### src/hdl/timer_pkg.sv
// Purpose: Shared constants and carriers of the compare/capture timer block
// Assumes: APB with 32-bit data, one register per aligned word
// Notes:   Register indices are byte addresses divided by four

package timer_pkg;

  // ----------------------------------------------------------------
  // Register indices and address decode
  // ----------------------------------------------------------------
  localparam int          ADDR_W               = 8;
  localparam logic [7:0]  IDX_TIMER_CONTROL    = 8'h12;
  localparam logic [7:0]  IDX_EVENT_FLAGS      = 8'h13;
  localparam logic [7:0]  IDX_CAPTURE_HIGH     = 8'h14;
  localparam logic [7:0]  IDX_CAPTURE_LOW      = 8'h15;
  localparam logic [7:0]  IDX_COMPARE_HIGH     = 8'h16;
  localparam logic [7:0]  IDX_COMPARE_LOW      = 8'h17;
  localparam logic [7:0]  IDX_COUNTER_HIGH     = 8'h18;
  localparam logic [7:0]  IDX_COUNTER_LOW      = 8'h19;

  // ----------------------------------------------------------------
  // Field positions
  // ----------------------------------------------------------------
  localparam int          CTL_CAPTURE_IRQ_BIT  = 7;
  localparam int          CTL_COMPARE_IRQ_BIT  = 6;
  localparam int          CTL_WRAP_IRQ_BIT     = 5;
  localparam int          CTL_EDGE_BIT         = 1;
  localparam int          CTL_LEVEL_BIT        = 0;
  localparam int          FLG_CAPTURE_BIT      = 7;
  localparam int          FLG_COMPARE_BIT      = 6;
  localparam int          FLG_WRAP_BIT         = 5;

  // ----------------------------------------------------------------
  // Reset values and timing
  // ----------------------------------------------------------------
  localparam logic [15:0] COUNTER_RESET        = 16'hfffc;
  localparam logic [15:0] COUNTER_ALL_ONES     = 16'hffff;
  localparam logic [1:0]  PRESCALE_LAST        = 2'h3;
  localparam int          PRESCALE_DIVIDE      = 4;

  typedef struct packed {
    logic capture_irq_enable;
    logic compare_irq_enable;
    logic wrap_irq_enable;
    logic compare_output_level;
  } control_type;

  typedef struct packed {
    logic capture_event_flag;
    logic compare_match_flag;
    logic counter_wrap_flag;
  } flags_type;

endpackage : timer_pkg

### src/hdl/timer_output_compare_status.sv
// Purpose: 16-bit free-running timer with output compare, capture, flags
// Assumes: pclk is the internal bus clock; stop_mode freezes the counter
// Notes:   APB answers with no wait state; flags survive reset by design
//
// Operation
// Compare count once per four-clock tick
// Match drives pin to selected level
// Compare bytes read/write, reset keeps them
// High byte write blocks matches until low
// Compare flag clears: status read, low access
// Level transferred on every match
// Software updates compare in safe order
// Reset clears control except edge select
// Capture enable gates capture interrupt
// Compare enable gates match interrupt, reset clears
// Wrap enable gates wrap interrupt, reset clears
// Edge select rising/falling, reset keeps it
// Software selects rising for comparator modes
// Level bit high/low, reset clears
// Status writes ignored, reset keeps flags
// Capture flag sets on edge, clears by sequence
// Compare flag sets on count equality
// Wrap flag sets on rollover, clears by sequence
// Wait mode: counts normally, may interrupt
// Stop holds count; reset presets it
// Stop-mode edge arms capture, shown after wake
// Halt mode behaves as wait
// Counter presets, advances every four clocks
// Capture copies counter; high read blocks
// Wrap interrupt only with its enable
// One interrupt: OR of gated flags
// Control and status layout chosen here

`timescale 1ns/1ps

module timer_output_compare_status
  import timer_pkg::*;
(
  input  wire logic                       pclk,
  input  wire logic                       presetn,
  input  wire logic                       psel,
  input  wire logic                       penable,
  input  wire logic                       pwrite,
  input  wire logic [timer_pkg::ADDR_W+1:0] paddr,
  input  wire logic [31:0]                pwdata,
  output logic                            pready,
  output logic [31:0]                     prdata,
  output logic                            pslverr,
  input  wire logic                       stop_mode,
  input  wire logic                       capture_from_comparator,
  input  wire logic                       capture_input_pin,
  input  wire logic                       comparator_two_flag,
  output logic                            compare_output_pin,
  output logic                            timer_irq
);
  import timer_pkg::*;

  // ----------------------------------------------------------------
  // Address decode
  // ----------------------------------------------------------------
  function automatic logic hit(input logic [ADDR_W+1:0] a, input logic [7:0] idx);
    hit = (a[ADDR_W+1:2] == idx) && (a[1:0] == 2'h0);
  endfunction : hit

  logic        pready_q;
  logic [31:0] prdata_q;
  logic        pslverr_q;
  logic        access;
  logic        setup;
  logic        wr_acc;
  logic        rd_acc;

  assign setup  = psel && !penable && !pready_q;
  assign access = psel && penable && pready_q;
  assign wr_acc = access && pwrite;
  assign rd_acc = access && !pwrite;

  logic sel_ctl;
  logic sel_flg;
  logic sel_caph;
  logic sel_capl;
  logic sel_cmph;
  logic sel_cmpl;
  logic sel_cnth;
  logic sel_cntl;
  logic sel_any;

  assign sel_ctl  = hit(paddr, IDX_TIMER_CONTROL);
  assign sel_flg  = hit(paddr, IDX_EVENT_FLAGS);
  assign sel_caph = hit(paddr, IDX_CAPTURE_HIGH);
  assign sel_capl = hit(paddr, IDX_CAPTURE_LOW);
  assign sel_cmph = hit(paddr, IDX_COMPARE_HIGH);
  assign sel_cmpl = hit(paddr, IDX_COMPARE_LOW);
  assign sel_cnth = hit(paddr, IDX_COUNTER_HIGH);
  assign sel_cntl = hit(paddr, IDX_COUNTER_LOW);
  assign sel_any  = sel_ctl | sel_flg | sel_caph | sel_capl |
                    sel_cmph | sel_cmpl | sel_cnth | sel_cntl;

  // ----------------------------------------------------------------
  // State
  // ----------------------------------------------------------------
  control_type ctrl_q;
  logic        edge_select_q;
  flags_type   flags_q;
  flags_type   armed_q;
  logic [15:0] compare_q;
  logic [15:0] counter_q;
  logic [15:0] capture_q;
  logic [7:0]  low_latch_q;
  logic        low_latched_q;
  logic        compare_inhibit_q;
  logic        capture_block_q;
  logic [1:0]  prescale_q;
  logic        pin_q;
  logic        irq_q;
  logic        pending_q;
  logic [15:0] pending_value_q;

  // ----------------------------------------------------------------
  // Prescaler and counter
  // ----------------------------------------------------------------
  logic tick;
  logic wrap;
  assign tick = !stop_mode && (prescale_q == PRESCALE_LAST);
  assign wrap = tick && (counter_q == COUNTER_ALL_ONES);

  // prescaled count
  // stop holds count
  // wait keeps counting
  // halt same as wait
  always_ff @(posedge pclk or negedge presetn) begin
    if (!presetn) begin
      prescale_q <= 2'h0;
      counter_q  <= COUNTER_RESET;
    end else if (!stop_mode) begin
      prescale_q <= prescale_q + 2'h1;
      if (tick) begin
        counter_q <= counter_q + 16'h0001;
      end
    end
  end

  // ----------------------------------------------------------------
  // Compare
  // ----------------------------------------------------------------
  logic match;
  // compare per tick
  // inhibit after high write
  assign match = tick && !compare_inhibit_q && (counter_q == compare_q);

  // compare storage, no reset
  always_ff @(posedge pclk) begin
    if (wr_acc && sel_cmph) begin
      compare_q[15:8] <= pwdata[7:0];
    end
    if (wr_acc && sel_cmpl) begin
      compare_q[7:0] <= pwdata[7:0];
    end
  end

  always_ff @(posedge pclk or negedge presetn) begin
    if (!presetn) begin
      compare_inhibit_q <= 1'b0;
    end else if (wr_acc && sel_cmph) begin
      compare_inhibit_q <= 1'b1;
    end else if (wr_acc && sel_cmpl) begin
      compare_inhibit_q <= 1'b0;
    end
  end

  // drive pin on match
  // regardless of flag
  // level high or low
  always_ff @(posedge pclk or negedge presetn) begin
    if (!presetn) begin
      pin_q <= 1'b0;
    end else if (match) begin
      pin_q <= ctrl_q.compare_output_level;
    end
  end

  // ----------------------------------------------------------------
  // Control register
  // ----------------------------------------------------------------
  // reset clears control
  // compare enable
  // wrap enable
  always_ff @(posedge pclk or negedge presetn) begin
    if (!presetn) begin
      ctrl_q <= '0;
    end else if (wr_acc && sel_ctl) begin
      ctrl_q.capture_irq_enable   <= pwdata[CTL_CAPTURE_IRQ_BIT];
      ctrl_q.compare_irq_enable   <= pwdata[CTL_COMPARE_IRQ_BIT];
      ctrl_q.wrap_irq_enable      <= pwdata[CTL_WRAP_IRQ_BIT];
      ctrl_q.compare_output_level <= pwdata[CTL_LEVEL_BIT];
    end
  end

  // edge select kept across reset
  always_ff @(posedge pclk) begin
    if (wr_acc && sel_ctl) begin
      edge_select_q <= pwdata[CTL_EDGE_BIT];
    end
  end

  // ----------------------------------------------------------------
  // Capture source synchronisers
  // ----------------------------------------------------------------
  logic [2:0] pin_sync_q;
  logic [2:0] cmp_sync_q;
  logic       pin_stable_q;
  logic       cmp_stable_q;

  always_ff @(posedge pclk or negedge presetn) begin
    if (!presetn) begin
      pin_sync_q <= 3'h0;
      cmp_sync_q <= 3'h0;
    end else begin
      pin_sync_q <= {pin_sync_q[1:0], capture_input_pin};
      cmp_sync_q <= {cmp_sync_q[1:0], comparator_two_flag};
    end
  end

  // Change counts only once stages two and three agree
  logic pin_agree;
  logic cmp_agree;
  assign pin_agree = (pin_sync_q[1] == pin_sync_q[2]);
  assign cmp_agree = (cmp_sync_q[1] == cmp_sync_q[2]);

  always_ff @(posedge pclk or negedge presetn) begin
    if (!presetn) begin
      pin_stable_q <= 1'b0;
      cmp_stable_q <= 1'b0;
    end else begin
      if (pin_agree) begin
        pin_stable_q <= pin_sync_q[2];
      end
      if (cmp_agree) begin
        cmp_stable_q <= cmp_sync_q[2];
      end
    end
  end

  logic src_old;
  logic src_new;
  logic src_agree;
  logic cap_edge;
  assign src_old   = capture_from_comparator ? cmp_stable_q : pin_stable_q;
  assign src_new   = capture_from_comparator ? cmp_sync_q[2] : pin_sync_q[2];
  assign src_agree = capture_from_comparator ? cmp_agree : pin_agree;
  // polarity choice
  assign cap_edge  = src_agree && (src_old != src_new) && (src_new == edge_select_q);

  // ----------------------------------------------------------------
  // Capture datapath
  // ----------------------------------------------------------------
  logic cap_take;
  logic cap_release;
  // high read blocks captures
  assign cap_take    = cap_edge && !stop_mode && !capture_block_q;
  // armed edge shows after wake
  assign cap_release = pending_q && !stop_mode && !capture_block_q;

  always_ff @(posedge pclk or negedge presetn) begin
    if (!presetn) begin
      capture_block_q <= 1'b0;
    end else if (rd_acc && sel_caph) begin
      capture_block_q <= 1'b1;
    end else if (rd_acc && sel_capl) begin
      capture_block_q <= 1'b0;
    end
  end

  // reset drops an armed edge
  always_ff @(posedge pclk or negedge presetn) begin
    if (!presetn) begin
      pending_q <= 1'b0;
    end else if (cap_edge && stop_mode && !pending_q) begin
      pending_q <= 1'b1;
    end else if (cap_release) begin
      pending_q <= 1'b0;
    end
  end

  always_ff @(posedge pclk) begin
    if (cap_edge && stop_mode && !pending_q) begin
      pending_value_q <= counter_q;
    end
  end

  // copy counter on edge
  always_ff @(posedge pclk) begin
    if (cap_release) begin
      capture_q <= pending_value_q;
    end else if (cap_take) begin
      capture_q <= counter_q;
    end
  end

  // ----------------------------------------------------------------
  // Counter low-byte latch
  // ----------------------------------------------------------------
  always_ff @(posedge pclk or negedge presetn) begin
    if (!presetn) begin
      low_latched_q <= 1'b0;
      low_latch_q   <= 8'h00;
    end else if (rd_acc && sel_cnth && !low_latched_q) begin
      low_latched_q <= 1'b1;
      low_latch_q   <= counter_q[7:0];
    end else if (rd_acc && sel_cntl) begin
      low_latched_q <= 1'b0;
    end
  end

  // ----------------------------------------------------------------
  // Event flags
  // ----------------------------------------------------------------
  flags_type set_ev;
  flags_type clr_ev;
  flags_type seen;

  // capture sets flag
  assign set_ev.capture_event_flag = cap_take || cap_release;
  // equality sets flag
  assign set_ev.compare_match_flag = match;
  // rollover sets flag
  assign set_ev.counter_wrap_flag  = wrap;

  assign seen.capture_event_flag = prdata_q[FLG_CAPTURE_BIT];
  assign seen.compare_match_flag = prdata_q[FLG_COMPARE_BIT];
  assign seen.counter_wrap_flag  = prdata_q[FLG_WRAP_BIT];

  // capture low read clears
  assign clr_ev.capture_event_flag = armed_q.capture_event_flag && rd_acc && sel_capl;
  // compare low access clears
  assign clr_ev.compare_match_flag = armed_q.compare_match_flag && access && sel_cmpl;
  // counter low access clears
  assign clr_ev.counter_wrap_flag  = armed_q.counter_wrap_flag && access && sel_cntl;

  // Status read arms only flags it saw set
  always_ff @(posedge pclk or negedge presetn) begin
    if (!presetn) begin
      armed_q <= '0;
    end else if (rd_acc && sel_flg) begin
      armed_q <= seen;
    end else begin
      armed_q <= armed_q & ~clr_ev;
    end
  end

  // flags ignore reset and writes
  // Set wins over a clear in the same cycle
  always_ff @(posedge pclk) begin
    flags_q <= set_ev | (flags_q & ~clr_ev);
  end

  // ----------------------------------------------------------------
  // Interrupt
  // ----------------------------------------------------------------
  logic irq_d;
  // capture gate
  // wrap gate
  // OR of gated flags
  assign irq_d = (flags_q.capture_event_flag && ctrl_q.capture_irq_enable) ||
                 (flags_q.compare_match_flag && ctrl_q.compare_irq_enable) ||
                 (flags_q.counter_wrap_flag  && ctrl_q.wrap_irq_enable);

  always_ff @(posedge pclk or negedge presetn) begin
    if (!presetn) begin
      irq_q <= 1'b0;
    end else begin
      irq_q <= irq_d;
    end
  end

  // ----------------------------------------------------------------
  // APB read mux and answer
  // ----------------------------------------------------------------
  logic [7:0] ctl_view;
  logic [7:0] flg_view;
  logic [7:0] rd_byte;

  // chosen bit layout
  assign ctl_view = {ctrl_q.capture_irq_enable, ctrl_q.compare_irq_enable,
                     ctrl_q.wrap_irq_enable, 3'h0, edge_select_q,
                     ctrl_q.compare_output_level};
  assign flg_view = {flags_q, 5'h00};

  assign rd_byte = sel_ctl  ? ctl_view :
                   sel_flg  ? flg_view :
                   sel_caph ? capture_q[15:8] :
                   sel_capl ? capture_q[7:0] :
                   sel_cmph ? compare_q[15:8] :
                   sel_cmpl ? compare_q[7:0] :
                   sel_cnth ? counter_q[15:8] :
                   sel_cntl ? (low_latched_q ? low_latch_q : counter_q[7:0]) :
                   8'h00;

  // No wait state: data settles in setup, answered in the first access cycle
  always_ff @(posedge pclk or negedge presetn) begin
    if (!presetn) begin
      pready_q  <= 1'b0;
      prdata_q  <= 32'h0000_0000;
      pslverr_q <= 1'b0;
    end else if (setup) begin
      pready_q  <= 1'b1;
      prdata_q  <= {24'h000000, rd_byte};
      pslverr_q <= !sel_any;
    end else begin
      pready_q  <= 1'b0;
      pslverr_q <= 1'b0;
    end
  end

  assign pready             = pready_q;
  assign prdata             = prdata_q;
  assign pslverr            = pslverr_q;
  assign compare_output_pin = pin_q;
  assign timer_irq          = irq_q;

endmodule : timer_output_compare_status

### config.mk
export PLATFORM = sky130hd
export DESIGN_NAME = timer_output_compare_status
export DESIGN_NICKNAME = d
export VERILOG_FILES = /design/src/hdl/timer_pkg.sv /design/src/hdl/timer_output_compare_status.sv
export SDC_FILE = /design/constraint.sdc
export NUM_CORES = 1
export LEC_CHECK = 0
export ABC_AREA = 0
export BUFFER_PORTS_ARGS = -buffer_cell sky130_fd_sc_hd__buf_4
export CELL_PAD_IN_SITES_DETAIL_PLACEMENT = 0
export CELL_PAD_IN_SITES_GLOBAL_PLACEMENT = 1
export CORE_UTILIZATION = 45
export DETAILED_ROUTE_END_ITERATION = 10
export PLACE_DENSITY = 0.79
export SLEW_MARGIN = 10
export SYNTH_ARGS = -nofsm -noshare
export SYNTH_HDL_FRONTEND = slang
export SYNTH_SLANG_ARGS = --single-unit
### constraint.sdc
create_clock -name pclk -period 3.55 [get_ports pclk]
set_input_delay 0.355 -clock pclk [delete_from_list [all_inputs] [get_ports pclk]]
set_output_delay 0.355 -clock pclk [all_outputs]
set_load 0.03 [all_outputs]
==> results.ini <==
[floorplan]
core_region_area_um2=11500
fp.dieW_um=110
rows=39
die_y_um=110
num_io_pins=87
dieArea_um2=12200
start_util_pct=46.2

[global_routing]
first_global_vias=3501
antenna_found_initial=0
grt_pass1_wl_um=19700
grt_max_degree=58
overflow=0
grtUsageTotal_pct=21.1

[clock_tree]
ctsHoldBuffers=0
post_cts_buffers=0
clock_latency_ns=0.35
cts_tree=built
cts_resized=0
cts_sinks=109
clock-root-buffer=clkbuf_16
cts_made_buffers=9
clk_pin_slew_ns=0.07
clockBufferDepth=2
htreeDepth=3

[place]
placedInstanceArea_um2=5640
placed_cells=592
gp_congestion=0.865
portBuffers=38
dpl.hpwl_um=8480

[timing]
rsz0062_at_grt=false
tightest_slew_ns=0.810
slew_viol_final=0
setup_viol=0
relSlewSlack_pct=45.5
hold_viol=0
tns_ns=0
period_minus_slack_ns=2.42
finalClockSkew_ns=0.00665
final.period_utilization_pct=68.2
timing.fmax_mhz=413

[setup_path]
cp-start-kind=input pin
crit_slowest_cell=or4b_1
crit_chain=buf_4, or4b_1, or3_1, nor4_4, mux2_2
crit_family=simple AND/OR/NAND/NOR gates
arrival_ns=2.66
crit_path_end_kind=flop
reg2reg_depth=5
required_ns=3.79
cp.depth=5
path_buf_inv=1
crit_fanout=10
cp-startpoint=paddr[7]
timing.rr.start=pready
critPathMaxStageDelay_ns=0.73
critPathKind=input pin to flop

[power_and_ir_drop]
leakage_nw=2.35
ir_drop_uv=289
p_total_mw=2.82
power_density_nw_per_um2=476

[layout]
synthToLayoutAreaGrowth_pct=11.9
n_antenna_cell=0
final_area_um2=5930
drive_gt1_share_pct=27.7
fin_cells=608
fill_cells=989
num-nets-final=513

[synth]
ys_ff_latch=109
synth_warnings=0
syn-cell-area_um2=5300
synth.avg_cell_area_um2=12.3
synthCells=431
ys_seq_area_share_pct=56.2
async_reset_ff_share_pct=52.3
ys.flop_type=edfxtp_1
synth_top_area_share_pct=27.8
synth_edf_count=49
synth_cell_types=60
yosys.area.top_type=edfxtp_1
ys_top_cells_by_area=edfxtp_1 28%, dfrtp_1 20%, mux2_2 8.9%

[routing]
avgRoutedWirePerCell_um=19.9
drc_errors=0
vias=3514
drtAntennaViolNets=0
routed_wl_um=12100
drtPass1Iterations=4
viasPerCell=5.78
drt_iter0_markers=263

[worst_hold_path]
hp-class=input pin to asynchronous set/reset pin

[status]
status=finished, final reports clean

[run]
cap_violations=0

## routing by layer
layer	track usage [%]	wire [um]
met2	32.3	5640
met4	8.62	277
met3	3.51	759
met5	0	0
met1	29.8	5420
## Yosys cell counts (all sizes together) (3+ instances only)
| master | instances |
|---|---|
| nor3 | 10 |
| o22ai | 3 |
| o221ai | 6 |
| a32o | 3 |
| and2 | 3 |
| a221oi | 4 |
| mux4 | 3 |
| nand2 | 26 |
| xor2 | 16 |
| nor4b | 4 |
| nor2 | 13 |
| mux2 | 42 |
| o2bb2ai | 3 |
| inv | 5 |
| nand4 | 6 |
| a21oi | 18 |
| dfxtp | 3 |
| dfstp | 14 |
| a211oi | 3 |
| nand3b | 3 |
| and3 | 9 |
| nor2b | 7 |
| nand3 | 12 |
| a32oi | 3 |
| buf | 30 |
| o21ai | 8 |
| edfxtp | 49 |
| xnor2 | 17 |
| nand2b | 6 |
| o31ai | 6 |
| dfrtp | 43 |
| clkbuf | 21 |
| nor4 | 4 |
| nor3b | 3 |
## sequential cells by signal, indices dropped and copies added, names as in the netlist, 2 cells and up
register	count
flags_q	3
low_latch_q	8
capture_q	16
prdata	8
pin_sync_q	3
counter_q	16
compare_q	16
ctl_view	4
cmp_sync_q	3
prescale_q	2
pending_value_q	16
armed_q	3
## worst register-to-register path, cell delays in order, from the launching register on
cell	delay (ns)
dfrtp_1	0.36
and3_1	0.27
nor2b_1	0.31
nand3_1	0.25
nor4_2	0.67
mux2_2	0.41
## per-stage QoR
step           hold slack [ns]  setup WS [ns]  utilization [%]
2_1_floorplan           0.0594          0.668                -
3_3_place_gp             0.332          0.786             49.2
3_5_place_dp             0.341          0.782             49.2
4_1_cts                  0.103           1.14             51.7
5_1_grt                  0.103          0.922             51.7
6_report                0.0743           1.13             51.7
## cell families (layout without fill, tap and decap cells)
group	count (synthesis)	in the layout	synth area share, %
other cells	1	24	0.0708
xor+xnor	33	33	5.46
buf+inv	57	68	5.93
fa+ha+maj	4	4	0.850
compound gates	65	65	8.55
flops	109	109	56.2
simple gates	115	115	12.4
mux	47	47	10.6
## where the power goes
group          switching (mW)  internal [mW]
Sequential             0.0974           1.41
Clock                   0.447          0.538
Combinational           0.186          0.147
## area by class of cell
| cell class | count | area [um^2] | area share, % |
|---|---|---|---|
| Inverter | 6 | 22.5 | 0.380 |
| Sequential cell | 109 | 2980 | 50.2 |
| Multi-Input combinational cell | 288 | 2110 | 35.7 |
| Clock buffer | 13 | 272 | 4.58 |
| Clock inverter | 3 | 18.8 | 0.317 |
| Timing Repair Buffer | 46 | 345 | 5.83 |
| Tap cell | 143 | 179 | 3.02 |
## cells in the final DEF (no fill, tap or decap), types with 12 or more instances in the layout
cell type | netlist | layout
nand3_1 | 12 | 12
buf_4 | 24 | 46
dfstp_2 | 14 | 14
xnor2_1 | 17 | 17
xor2_1 | 16 | 16
a21oi_1 | 18 | 18
dfrtp_1 | 43 | 43
nand2_1 | 26 | 26
mux2_2 | 42 | 42
nor2_1 | 13 | 13
conb_1 | 1 | 24
edfxtp_1 | 49 | 49
## path summary, 6_finish.rpt
check,endpoint,slack [ns]
max,ctl_view[5],1.13
min,prdata[4],0.07
min in group pclk,pin_sync_q[0],0.11
min reg2reg,cmp_sync_q[1],0.35
max reg2reg,low_latch_q[2],1.15
max in group asynchronous,pin_sync_q[2],2.99
(Power assumes the default switching activity.)
